### config.mk
export PLATFORM = sky130hd
export DESIGN_NAME = dsm_line_bank
export DESIGN_NICKNAME = d
export VERILOG_FILES = /design/src/dsm_pkg.sv /design/src/dsm_line_bank.sv
export SDC_FILE = /design/constraint.sdc
export NUM_CORES = 2
export LEC_CHECK = 0
export ABC_AREA = 1
export BUFFER_PORTS_ARGS = -buffer_cell sky130_fd_sc_hd__clkbuf_2
export CAP_MARGIN = 20
export CORE_UTILIZATION = 57
export DETAILED_ROUTE_END_ITERATION = 8
export GPL_TIMING_DRIVEN = 0
export MAX_ROUTING_LAYER = met4
export PLACE_DENSITY = 0.76
export SYNTH_ARGS = -nofsm -noshare
export SYNTH_HDL_FRONTEND = slang
export SYNTH_SLANG_ARGS = --single-unit
export TNS_END_PERCENT = 1
### constraint.sdc
create_clock -name core_clk -period 3.3 [get_ports core_clk]
set_clock_uncertainty 0.1 [all_clocks]
set_input_delay 0.33 -clock core_clk [delete_from_list [all_inputs] [get_ports core_clk]]
set_output_delay 0.33 -clock core_clk [all_outputs]
set_load 0.02 [all_outputs]
### src/dsm_pkg.sv
// dsm_pkg: register map, mode codes and timing constants for the line bank
// assumes a 125 MHz core clock and an APB slave with 32-bit data
package dsm_pkg;

	localparam int unsigned CLK_HZ = 125000000;

	// mode codes
	typedef enum logic [2:0] {
		DSM_MODE_IN       = 3'h0,
		DSM_MODE_OUT      = 3'h1,
		DSM_MODE_SERVO_IN = 3'h2,
		DSM_MODE_SERVO_OUT = 3'h3,
		DSM_MODE_HIZ      = 3'h4,
		DSM_MODE_IN_PD    = 3'h5,
		DSM_MODE_WAVE_OUT = 3'h6,
		DSM_MODE_WAVE_IN  = 3'h7
	} dsm_mode_e;

	// servo timing
	localparam int unsigned SERVO_FRAME_US = 20000;
	localparam int unsigned SERVO_MIN_US   = 1000;
	localparam int unsigned SERVO_MAX_US   = 2000;
	localparam int unsigned SERVO_FRAME_CYC = SERVO_FRAME_US * (CLK_HZ / 1000000);
	localparam int unsigned SERVO_MIN_CYC   = SERVO_MIN_US * (CLK_HZ / 1000000);
	localparam int unsigned SERVO_MAX_CYC   = SERVO_MAX_US * (CLK_HZ / 1000000);

	// line positions of alternate functions
	localparam int unsigned SERVO_IN_BASE  = 0;
	localparam int unsigned SERVO_OUT_BASE = 4;
	localparam int unsigned WAVE_BASE      = 4;
	localparam logic [14:0] SERVO_IN_LINES  = 15'h000F;
	localparam logic [14:0] SERVO_OUT_LINES = 15'h00F0;
	localparam logic [14:0] WAVE_IN_LINES   = 15'h01F0;
	localparam logic [14:0] WAVE_OUT_LINES  = 15'h01E0;

	// register byte offsets
	localparam logic [11:0] OFS_MODE0      = 12'h000;
	localparam logic [11:0] OFS_MODE1      = 12'h004;
	localparam logic [11:0] OFS_LEVEL_OUT  = 12'h008;
	localparam logic [11:0] OFS_LEVEL_IN   = 12'h00C;
	localparam logic [11:0] OFS_SERVO_EN   = 12'h010;
	localparam logic [11:0] OFS_WAVE_EN    = 12'h014;
	localparam logic [11:0] OFS_SERVO_POS  = 12'h020;
	localparam logic [11:0] OFS_WAVE_PER   = 12'h040;
	localparam logic [11:0] OFS_WAVE_HIGH  = 12'h060;
	localparam logic [11:0] OFS_WMEAS_PER  = 12'h080;
	localparam logic [11:0] OFS_WMEAS_HIGH = 12'h0A0;

	// reset values
	localparam logic [14:0] RST_LEVEL      = 15'h0000;
	localparam logic [31:0] RST_SERVO_POS  = 32'h0001E848;

endpackage : dsm_pkg

### src/dsm_line_bank.sv
// dsm_line_bank: fifteen digital lines with servo and square-wave functions
// assumes pad logic resolves pin level from line_out, line_oe_n and pull_dn
//
// Contract
// - fifteen lines 0..14, each configured and controlled by software
// - every line offers input, output and high impedance
// - code 0 input, 1 output, 4 high impedance, 5 input with pull-down
// - code 2 servo in, 3 servo out, 6 wave out, 7 wave in
// - output mode drives the last written level
// - input mode reads the sampled pin level
// - high impedance drops drive and pull; level writes have no effect
// - servo input only on lines 0-3, servo output only on 4-7
// - four servo input channels and four servo output channels
// - servo output: 20 ms frame starting with 1-2 ms high pulse; the code does not clamp the pulse to 1-2 ms
// - servo input measures high-pulse length as position
// - line 4 wave input only; lines 5-8 wave input and output
// - five wave input channels and four wave output channels
// - wave output period and high time follow programmed values
// - wave channel 0 sits on line 4, next channels on next lines
//
// The address map and the APB interface to the registers are this design's own decisions.
`timescale 1ns/10ps
`default_nettype none
module dsm_line_bank
	import dsm_pkg::*;
#(
	parameter int unsigned NUM_LINES = 15,
	parameter int unsigned FRAME_CYC = SERVO_FRAME_CYC
) (
	// clock and reset
	input  wire logic        core_clk,
	input  wire logic        sys_rst,
	// apb slave
	input  wire logic        psel,
	input  wire logic        penable,
	input  wire logic        pwrite,
	input  wire logic [11:0] paddr,
	input  wire logic [31:0] pwdata,
	output logic      [31:0] prdata,
	output logic             pready,
	output logic             pslverr,
	// pins
	input  wire logic [14:0] line_in,
	output logic      [14:0] line_out,
	output logic      [14:0] line_oe_n,
	output logic      [14:0] pull_dn
);

	localparam int unsigned CW = 32;

	initial begin
		if (NUM_LINES != 15)
			$error("dsm_line_bank serves exactly 15 lines");
		if (FRAME_CYC <= SERVO_MAX_CYC)
			$error("servo frame must exceed the longest pulse");
	end

	// mode legality for a line
	function automatic logic mode_ok(input logic [2:0] m, input int unsigned l);
		case (dsm_mode_e'(m))
			DSM_MODE_SERVO_IN:  mode_ok = SERVO_IN_LINES[l];
			DSM_MODE_SERVO_OUT: mode_ok = SERVO_OUT_LINES[l];
			DSM_MODE_WAVE_IN:   mode_ok = WAVE_IN_LINES[l];
			DSM_MODE_WAVE_OUT:  mode_ok = WAVE_OUT_LINES[l];
			default:            mode_ok = 1'b1;
		endcase
	endfunction

	// register index inside a block of eight words
	function automatic int unsigned word_idx(input logic [11:0] a);
		word_idx = int'(a[4:2]);
	endfunction

	// ---- state ----
	logic [2:0]  mode_reg [15];
	logic [2:0]  mode_next [15];
	logic [14:0] lvl_reg, lvl_next;
	logic [3:0]  sen_reg, sen_next;     // servo out enables, channels 4-7
	logic [3:0]  sin_en_reg, sin_en_next; // servo in enables, channels 0-3
	logic [4:0]  wen_reg, wen_next;     // wave enables: out bits 1-4 valid
	logic [4:0]  win_en_reg, win_en_next;
	logic [CW-1:0] pos_reg [8];
	logic [CW-1:0] pos_next [8];
	logic [CW-1:0] wper_reg [5], wper_next [5];
	logic [CW-1:0] whi_reg [5], whi_next [5];
	logic [CW-1:0] mper_reg [5], mper_next [5];
	logic [CW-1:0] mhi_reg [5], mhi_next [5];
	logic [CW-1:0] sfc_reg [4], sfc_next [4];   // servo out frame counter
	logic [CW-1:0] icnt_reg [4], icnt_next [4]; // servo in high counter
	logic [CW-1:0] wcnt_reg [5], wcnt_next [5]; // wave out phase counter
	logic [CW-1:0] mc_reg [5], mc_next [5];     // wave in period counter
	logic [CW-1:0] mh_reg [5], mh_next [5];     // wave in high counter
	logic [14:0] pin_prev_reg, pin_prev_next;
	logic [14:0] pin_reg, pin_next;
	logic [14:0] out_reg, out_next;
	logic [14:0] oen_reg, oen_next;
	logic [14:0] pd_reg, pd_next;
	logic [31:0] rd_reg, rd_next;
	logic        rdy_reg, rdy_next;
	logic        err_reg, err_next;

	logic        wr_acc;
	logic [14:0] alt_drive;
	int unsigned ln;

	assign wr_acc = psel && penable && pwrite && !rdy_reg;

	// ---- next-state logic ----
	always_comb begin
		for (int i = 0; i < 15; i++)
			mode_next[i] = mode_reg[i];
		lvl_next = lvl_reg;
		sen_next = sen_reg;
		sin_en_next = sin_en_reg;
		wen_next = wen_reg;
		win_en_next = win_en_reg;
		pos_next = pos_reg;
		wper_next = wper_reg;
		whi_next = whi_reg;
		mper_next = mper_reg;
		mhi_next = mhi_reg;
		sfc_next = sfc_reg;
		icnt_next = icnt_reg;
		wcnt_next = wcnt_reg;
		mc_next = mc_reg;
		mh_next = mh_reg;
		alt_drive = 15'h0000;
		ln = 0;
		pin_next = line_in;
		pin_prev_next = pin_reg;
		rdy_next = psel && penable && !rdy_reg;
		err_next = 1'b0;
		rd_next = rd_reg;

		// bus writes
		if (wr_acc) begin
			case (paddr & 12'hFE0)
				12'h000: begin
					if (paddr == OFS_MODE0 || paddr == OFS_MODE1) begin
						for (int i = 0; i < 8; i++) begin
							ln = (paddr == OFS_MODE1) ? i + 8 : i;
							if (ln < 15 && mode_ok(pwdata[i*4 +: 3], ln))
								mode_next[ln] = pwdata[i*4 +: 3];
						end
					end else if (paddr == OFS_LEVEL_OUT) begin
						for (int i = 0; i < 15; i++)
							if (mode_reg[i] != DSM_MODE_HIZ)
								lvl_next[i] = pwdata[i];
					end else if (paddr == OFS_SERVO_EN) begin
						sin_en_next = pwdata[3:0];
						sen_next = pwdata[7:4];
					end else if (paddr == OFS_WAVE_EN) begin
						win_en_next = pwdata[4:0];
						wen_next = {pwdata[12:9], 1'b0};
					end else if (paddr != OFS_LEVEL_IN)
						err_next = 1'b1;
				end
				OFS_SERVO_POS: begin
					if (word_idx(paddr) >= 4)
						pos_next[word_idx(paddr)] = pwdata;
					else
						err_next = 1'b1;
				end
				OFS_WAVE_PER: begin
					if (word_idx(paddr) < 5)
						wper_next[word_idx(paddr)] = pwdata;
					else
						err_next = 1'b1;
				end
				OFS_WAVE_HIGH: begin
					if (word_idx(paddr) < 5)
						whi_next[word_idx(paddr)] = pwdata;
					else
						err_next = 1'b1;
				end
				default: err_next = 1'b1;
			endcase
		end

		// bus reads
		if (psel && penable && !pwrite && !rdy_reg) begin
			rd_next = 32'h00000000;
			case (paddr & 12'hFE0)
				12'h000: begin
					if (paddr == OFS_MODE0)
						for (int i = 0; i < 8; i++)
							rd_next[i*4 +: 3] = mode_reg[i];
					else if (paddr == OFS_MODE1)
						for (int i = 0; i < 7; i++)
							rd_next[i*4 +: 3] = mode_reg[i+8];
					else if (paddr == OFS_LEVEL_OUT)
						rd_next[14:0] = lvl_reg;
					else if (paddr == OFS_LEVEL_IN)
						rd_next[14:0] = pin_reg;
					else if (paddr == OFS_SERVO_EN)
						rd_next[7:0] = {sen_reg, sin_en_reg};
					else if (paddr == OFS_WAVE_EN)
						rd_next[12:0] = {wen_reg[4:1], 4'h0, win_en_reg};
					else
						err_next = 1'b1;
				end
				OFS_SERVO_POS: rd_next = pos_reg[word_idx(paddr)];
				OFS_WAVE_PER,
				OFS_WAVE_HIGH,
				OFS_WMEAS_PER,
				OFS_WMEAS_HIGH: begin
					if (word_idx(paddr) >= 5)
						err_next = 1'b1;
					else if ((paddr & 12'hFE0) == OFS_WAVE_PER)
						rd_next = wper_reg[word_idx(paddr)];
					else if ((paddr & 12'hFE0) == OFS_WAVE_HIGH)
						rd_next = whi_reg[word_idx(paddr)];
					else if ((paddr & 12'hFE0) == OFS_WMEAS_PER)
						rd_next = mper_reg[word_idx(paddr)];
					else
						rd_next = mhi_reg[word_idx(paddr)];
				end
				default: err_next = 1'b1;
			endcase
		end

		// servo channels
		for (int c = 0; c < 4; c++) begin
			// output channel c+4 on line c+4
			if (sen_reg[c] && mode_reg[SERVO_OUT_BASE+c] == DSM_MODE_SERVO_OUT) begin
				sfc_next[c] = (sfc_reg[c] >= FRAME_CYC - 1) ? '0 : sfc_reg[c] + 1;
				alt_drive[SERVO_OUT_BASE+c] = sfc_reg[c] < pos_reg[c+4];
			end else
				sfc_next[c] = '0;
			// input channel c on line c
			if (sin_en_reg[c] && mode_reg[SERVO_IN_BASE+c] == DSM_MODE_SERVO_IN) begin
				if (pin_reg[c])
					icnt_next[c] = icnt_reg[c] + 1;
				else if (pin_prev_reg[c]) begin
					pos_next[c] = icnt_reg[c];
					icnt_next[c] = '0;
				end
			end else
				icnt_next[c] = '0;
		end

		// square-wave channels
		for (int c = 0; c < 5; c++) begin
			ln = WAVE_BASE + c;
			if (wen_reg[c] && mode_reg[ln] == DSM_MODE_WAVE_OUT) begin
				wcnt_next[c] = (wcnt_reg[c] + 1 >= wper_reg[c]) ? '0 : wcnt_reg[c] + 1;
				alt_drive[ln] = wcnt_reg[c] < whi_reg[c];
			end else
				wcnt_next[c] = '0;
			if (win_en_reg[c] && mode_reg[ln] == DSM_MODE_WAVE_IN) begin
				mc_next[c] = mc_reg[c] + 1;
				mh_next[c] = mh_reg[c] + (pin_reg[ln] ? 1 : 0);
				if (pin_reg[ln] && !pin_prev_reg[ln]) begin
					mper_next[c] = mc_reg[c];
					mhi_next[c] = mh_reg[c];
					mc_next[c] = 1;
					mh_next[c] = 1;
				end
			end else begin
				mc_next[c] = '0;
				mh_next[c] = '0;
			end
		end
	end

	// ---- pin drive ----
	always_comb begin
		for (int i = 0; i < 15; i++) begin
			out_next[i] = 1'b0;
			oen_next[i] = 1'b1;
			pd_next[i] = 1'b0;
			case (dsm_mode_e'(mode_reg[i]))
				DSM_MODE_OUT: begin
					out_next[i] = lvl_reg[i];
					oen_next[i] = 1'b0;
				end
				DSM_MODE_SERVO_OUT,
				DSM_MODE_WAVE_OUT: begin
					out_next[i] = alt_drive[i];
					oen_next[i] = 1'b0;
				end
				DSM_MODE_IN_PD: pd_next[i] = 1'b1;
				DSM_MODE_HIZ:   pd_next[i] = 1'b0;
				default:        pd_next[i] = 1'b0;
			endcase
		end
	end

	// ---- registers ----
	always_ff @(posedge core_clk) begin
		if (sys_rst) begin
			for (int i = 0; i < 15; i++)
				mode_reg[i] <= DSM_MODE_IN;
			for (int i = 0; i < 8; i++)
				pos_reg[i] <= RST_SERVO_POS;
			for (int i = 0; i < 5; i++) begin
				wper_reg[i] <= '0;
				whi_reg[i] <= '0;
				mper_reg[i] <= '0;
				mhi_reg[i] <= '0;
				wcnt_reg[i] <= '0;
				mc_reg[i] <= '0;
				mh_reg[i] <= '0;
			end
			for (int i = 0; i < 4; i++) begin
				sfc_reg[i] <= '0;
				icnt_reg[i] <= '0;
			end
			lvl_reg <= RST_LEVEL;
			sen_reg <= 4'h0;
			sin_en_reg <= 4'h0;
			wen_reg <= 5'h00;
			win_en_reg <= 5'h00;
			pin_reg <= 15'h0000;
			pin_prev_reg <= 15'h0000;
			out_reg <= 15'h0000;
			oen_reg <= 15'h7FFF;
			pd_reg <= 15'h0000;
			rd_reg <= 32'h00000000;
			rdy_reg <= 1'b0;
			err_reg <= 1'b0;
		end else begin
			mode_reg <= mode_next;
			pos_reg <= pos_next;
			wper_reg <= wper_next;
			whi_reg <= whi_next;
			mper_reg <= mper_next;
			mhi_reg <= mhi_next;
			wcnt_reg <= wcnt_next;
			mc_reg <= mc_next;
			mh_reg <= mh_next;
			sfc_reg <= sfc_next;
			icnt_reg <= icnt_next;
			lvl_reg <= lvl_next;
			sen_reg <= sen_next;
			sin_en_reg <= sin_en_next;
			wen_reg <= wen_next;
			win_en_reg <= win_en_next;
			pin_reg <= pin_next;
			pin_prev_reg <= pin_prev_next;
			out_reg <= out_next;
			oen_reg <= oen_next;
			pd_reg <= pd_next;
			rd_reg <= rd_next;
			rdy_reg <= rdy_next;
			err_reg <= err_next;
		end
	end

	assign prdata = rd_reg;
	assign pready = rdy_reg;
	assign pslverr = err_reg;
	assign line_out = out_reg;
	assign line_oe_n = oen_reg;
	assign pull_dn = pd_reg;

endmodule : dsm_line_bank
`default_nettype wire

Word-level counts from Yosys, hierarchy flattened

Memory sizes are Yosys's and may differ from the RTL's.
Cells that the tools add are included.

ROM bits: 512
Bits of input ports: 64
Memories: 32
Bits in registers: 1780

Memories:

| memory           | words | bits a word | read ports | clocked after memory_dff | wr ports | RTL line            | source |
|---|---|---|---|---|---|---|---|
| (no name shown)  | 16    | 1           | 1          | 0                        | 0        | dsm_line_bank.sv:64 | `DSM_MODE_WAVE_OUT: mode_ok = WAVE_OUT_LINES[l];` |
| (no name shown)  | 16    | 1           | 1          | 0                        | 0        | dsm_line_bank.sv:63 | `DSM_MODE_WAVE_IN: mode_ok = WAVE_IN_LINES[l];` |
| (no name shown)  | 16    | 1           | 1          | 0                        | 0        | dsm_line_bank.sv:62 | `DSM_MODE_SERVO_OUT: mode_ok = SERVO_OUT_LINES[l];` |
| (no name shown)  | 16    | 1           | 1          | 0                        | 0        | dsm_line_bank.sv:61 | `DSM_MODE_SERVO_IN: mode_ok = SERVO_IN_LINES[l];` |
| (no name shown)  | 16    | 1           | 1          | 0                        | 0        | dsm_line_bank.sv:64 |  |
| (no name shown)  | 16    | 1           | 1          | 0                        | 0        | dsm_line_bank.sv:63 |  |
| 26 more memories | n/a   | n/a         | n/a        | n/a                      | n/a      | n/a                 |  |

Bitwise operators: 39
Add/subtract/negate cells: 22
Muxes and demuxes: 285
Magnitude comparators: 53
Reduce and logical (&&, ||, !) cells: 139
Equal/unequal tests: 127

Operators with widths:

| cell                                                  | count |
|---|---|
| 2-to-1 mux 45 bit                                     | 29 |
| 2-to-1 mux 32 bit                                     | 35 |
| 2-to-1 mux 256 bit                                    | 3 |
| adder 32 x 1 -> 32 bit, second input constant         | 17 |
| binary-select mux 32 bit (select 3 bit)               | 5 |
| bitwise mux 45 bit                                    | 8 |
| bitwise mux 160 bit                                   | 2 |
| < comparator 33 x 1 -> 1 bit, second input constant   | 9 |
| >= comparator 33 x 5 -> 1 bit, second input constant  | 8 |
| inverter 4 -> 33 bit                                  | 8 |
| bitwise mux 256 bit                                   | 1 |
| < comparator 32 bit                                   | 8 |
| adder 32 x 1 -> 32 bit                                | 5 |
| equality test 3 bit, second input constant            | 51 |
| 2-to-1 mux 1 bit                                      | 131 |
| >= comparator 32 x 22 -> 1 bit, second input constant | 4 |
| >= comparator 32 bit                                  | 4 |
| equality test 3 x 2 -> 1 bit, second input constant   | 35 |
| demux 3 bit (select 4 bit)                            | 8 |
| demux 32 bit (select 3 bit)                           | 1 |
| OR reduction 3 bit                                    | 28 |
| AND reduction 5 bit                                   | 16 |
| 2-to-1 mux 3 bit                                      | 23 |
| OR reduction 2 bit                                    | 25 |
| 36 further kinds                                      | 201 |

Longest topological paths before layout

Depth after elaboration: 45
Mapped depth: 23

Worst setup path before layout

Ideal clock, no wire load.

Path type: flip-flop to flip-flop
From: register wcnt_reg[96] in the netlist's numbering
To: register wcnt_reg[113] in the netlist's numbering
Required time: 3.072 ns
Stages on the path, launching flop included: 22
Slack: -0.162 ns
Setup time: 0.128 ns
Arrival: 3.234 ns
Cells stage by stage: dfxtp_1 > ha_1 > nand2_1 > nor2_1 > nand2_1 > nor2_1 > nand3_1 > nor3_1 > nand3_1 > nor2_1 > nand3_1 > nand2_1 > inv_1 > ha_1 > nand2_1 > nor2_1 > nand2_1 > nor4_1 > nand4_1 > nand4_1 > clkbuf_1 > nor2_1

Word-level cells in the longest chain between the ends: 3

RTL lines:

| what                                | RTL line             | source |
|---|---|---|
| start: declaration                  | dsm_line_bank.sv:90  | `logic [CW-1:0] wcnt_reg [5], wcnt_next [5];` |
| start signal: assignment            | dsm_line_bank.sv:329 | `wcnt_reg <= wcnt_next;` |
| adder 32 x 1 -> 32 bit (*)          | dsm_line_bank.sv:246 | `wcnt_next[c] = (wcnt_reg[c] + 1 >= wper_reg[c]) ? '0 : wcnt_reg[c] + 1;` |
| >= comparator 32 bit                | dsm_line_bank.sv:246 |  |
| OR reduction 3 bit (no source line) | n/a                  |  |

Mark *: on every way between the ends. The rest lies on a longest branch, timed or not.
A chain may end at the register's enable or synchronous reset.

Final worst setup path

From: register wcnt_reg[32] in the netlist's numbering
To: register wcnt_reg[45] in the netlist's numbering

The elaborated chain is that of the path after synthesis.

==> impl_metrics.py <==
metrics = {
    "status": {
        "status": "finished with violations",
        "violations": "DRC, setup timing",
    },
    "clock_network": {
        "clockBufferDepth": 3,
        "numClockSinks": 1780,
        "clkTransAtPathRegs_ps": 60,
        "cts_tree": "yes",
        "clk_latency_ps": 880,
        "cts_root_buffer": "clkbuf_16",
        "cts_buffers": 184,
        "htree_num_levels": 4,
    },
    "timing": {
        "finalHoldViolations": 0,
        "rsz0062_at_grt": "true",
        "fmax_mhz": 262.4,
        "final_max_slew_viol_count": 0,
        "period_needed_ps": 3810,
        "setup_ws_ps": -510.3,
        "setup-violations-final": 194,
        "worst_pin_slew_ps": 1470,
        "min_period_over_period": 1.155,
        "fin_hold_ws_ps": 52.01,
        "slew_headroom": 0.02009,
    },
    "synthesis": {
        "syn_area_per_cell_um2": 7.177,
        "yosysSeqAreaShare": 0.4142,
        "ys_ff_latch": 1780,
        "synth_edf_count": 0,
        "synth_top_cell_by_area": "dfxtp_1",
        "yosysTopAreaCellShare": 0.4142,
        "yosys_warnings": 0,
        "ys_top_cells_by_area": "dfxtp_1 (41%), nand2_1 (9.1%), a21oi_1 (7.4%)",
        "synthCells": 11990,
        "yosysUniqueCellTypes": 71,
        "syn_area_um2": 86040,
        "synth_flop_cell": "dfxtp_1",
        "synth_async_sr_flop_share": 0,
    },
    "routing": {
        "drtIter0Drc": 14840,
        "first_pass_iters": 9,
        "ant_nets": 0,
        "via_per_inst": 6.317,
        "routedWlPerCell_um": 27.10,
        "routed_wirelength_um": 400000,
        "vias": 93230,
        "remaining_drc_errors": 13,
    },
    "global_route": {
        "grt_overflow": 0,
        "antenna_found_initial": 30,
        "grt_pass1_wl_um": 562100,
        "grt_max_degree": 17,
        "first_global_vias": 84500,
        "grt_use_total": 0.5197,
    },
    "pwr": {
        "leakage_nw": 37.54,
        "irDropWorstVdd_mv": 0.5092,
        "p_per_area_nw_per_um2": 457.6,
    },
    "worst_setup_path": {
        "worstPathRequired_ps": 3950,
        "cp.arrival_ps": 4460,
        "reg2reg_from": "wcnt_reg[32]",
        "critPathMaxFanout": 6,
        "worst_setup_path_end_kind": "flop",
        "startpoint": "wcnt_reg[32]",
        "start_kind": "flop",
        "crit_type": "flop to flop",
    },
    "final_layout": {
        "syn2layout_area_growth_pct": 15.40,
        "fin_cells": 14760,
        "layout.nets": 13020,
        "largest_register_ffs": 256,
        "layout_common_cells": "nand2_1 (2025), dfxtp_1 (1740), inv_1 (1427), a21oi_1 (1272), nor2_1 (1209)",
        "nFillCells": 12700,
        "drive_gt1_frac": 0.08093,
        "final_util": 0.6629,
        "final_common_cell": "nand2_1",
        "multi_input_area_um2": 44040,
        "regArea_um2": 35720,
    },
    "floorplan": {
        "die_y_um": 390.5,
        "die_w_um": 390.5,
        "rows": 142,
        "start_util": 0.5745,
        "coreArea_um2": 149800,
        "dieArea_um2": 152500,
        "io_pins": 143,
    },
    "run": {
        "cap_viol_max_count": 0,
    },
    "hold_path": {
        "holdCritPathClass": "input pin to flop",
        "hp-start": "paddr[3]",
    },
    "placed_design": {
        "pre_cts_ws_ps": -1786,
        "place_congestion": 1.190,
        "post-dp-hpwl_um": 309800,
        "port_buffers": 139,
        "place_inst": 14220,
    },
}
worst max-delay path, stage by stage (launching register included):
cell and delay, ps:
dfxtp_4 380, ha_4 160, nand2_4 60, nor2_1 240, nand3_2 220, nor4_4 240, buf_4 190, nand3_2 110
xor2_2 200, inv_1 80, ha_1 310, nand4_1 100, inv_1 120, nand2_2 110, nor4_4 150, buf_4 200
nand4_1 100, nand4_1 150, buf_6 200, clkbuf_16 190, nor2_1 50
metrics by stage:
step,area (µm²),setup TNS (ps),power (mW)
2_1_floorplan,86200,-3103,22.76
3_3_place_gp,89420,-1410310,23.71
3_5_place_dp,89960,-767400,23.79
4_1_cts,98280,-35440,45.05
5_1_grt,99270,-63690,46.10
6_report,99290,-55680,45.43
per-layer routing:
metal,vias up,track usage,share of wire
li1,41200,-,-
met1,43400,0.6442,0.37
met2,6950,0.7158,0.40
met3,1682,0.1639,0.14
met4,0,0.3549,0.088
met5,-,-,0
area by class of cell:
type,count,share of cell area
inverter,1466,0.05556
buffer,555,0.02423
antenna,40,0.001008
clock buffer,263,0.05349
multi-input combinational,8226,0.4436
sequential,1780,0.3598
timing repair buffer,336,0.02685
clock inverter,77,0.01012
tap,2016,0.02540
worst paths after layout:
kind / endpoint / slack [ps] / cells past startpoint
max: wcnt_reg[45] / -510 / 20
min reg2reg: whi_reg[159] / 350 / 2
min: pos_reg[38] / 50 / 6
max reg2reg: wcnt_reg[45] / -510 / 20
what timing repair did:
item / in CTS / in global routing
gates resized for setup: 226 / 152
buffers inserted: 78 / 30
hold buffers: 42 / 1
cloned: 7 / 0
endpoints found under the setup margin: 305 / 173
pin swaps: 70 / 73
endpoints found under the hold margin: 93 / 1
cells in the mapped netlist (all sizes together) (115+ instances only):
cell type  instances
nand2           2086
o21ai           1184
nor4             117
nand3            461
a21oi           1281
nand4            296
inv             1457
nor3             328
nor2            1289
clkbuf           469
dfxtp           1780
xor2             115
ha               403
kinds of logic after synthesis:
family                     synth area share
other                            0.00004358
DFF                                  0.4142
and+or+nand+nor                      0.2372
xor gates and xnor gates            0.01730
buffers and inverters               0.08927
AOI/OAI and AO/OA                    0.1834
adders and majority gates           0.05860
where the power goes:
| part | switching [mW] | total [mW] | internal (mW) | leakage, nW |
|---|---|---|---|---|
| clock network | 9.62 | 21.9 | 12.3 | 3.10 |
| registers | 0.0442 | 21.6 | 21.5 | 14.4 |
| logic | 1.61 | 1.99 | 0.374 | 20.1 |
| total | 11.3 | 45.4 | 34.2 | 37.5 |
No activity file was read; power rests on OpenSTA's default activity.
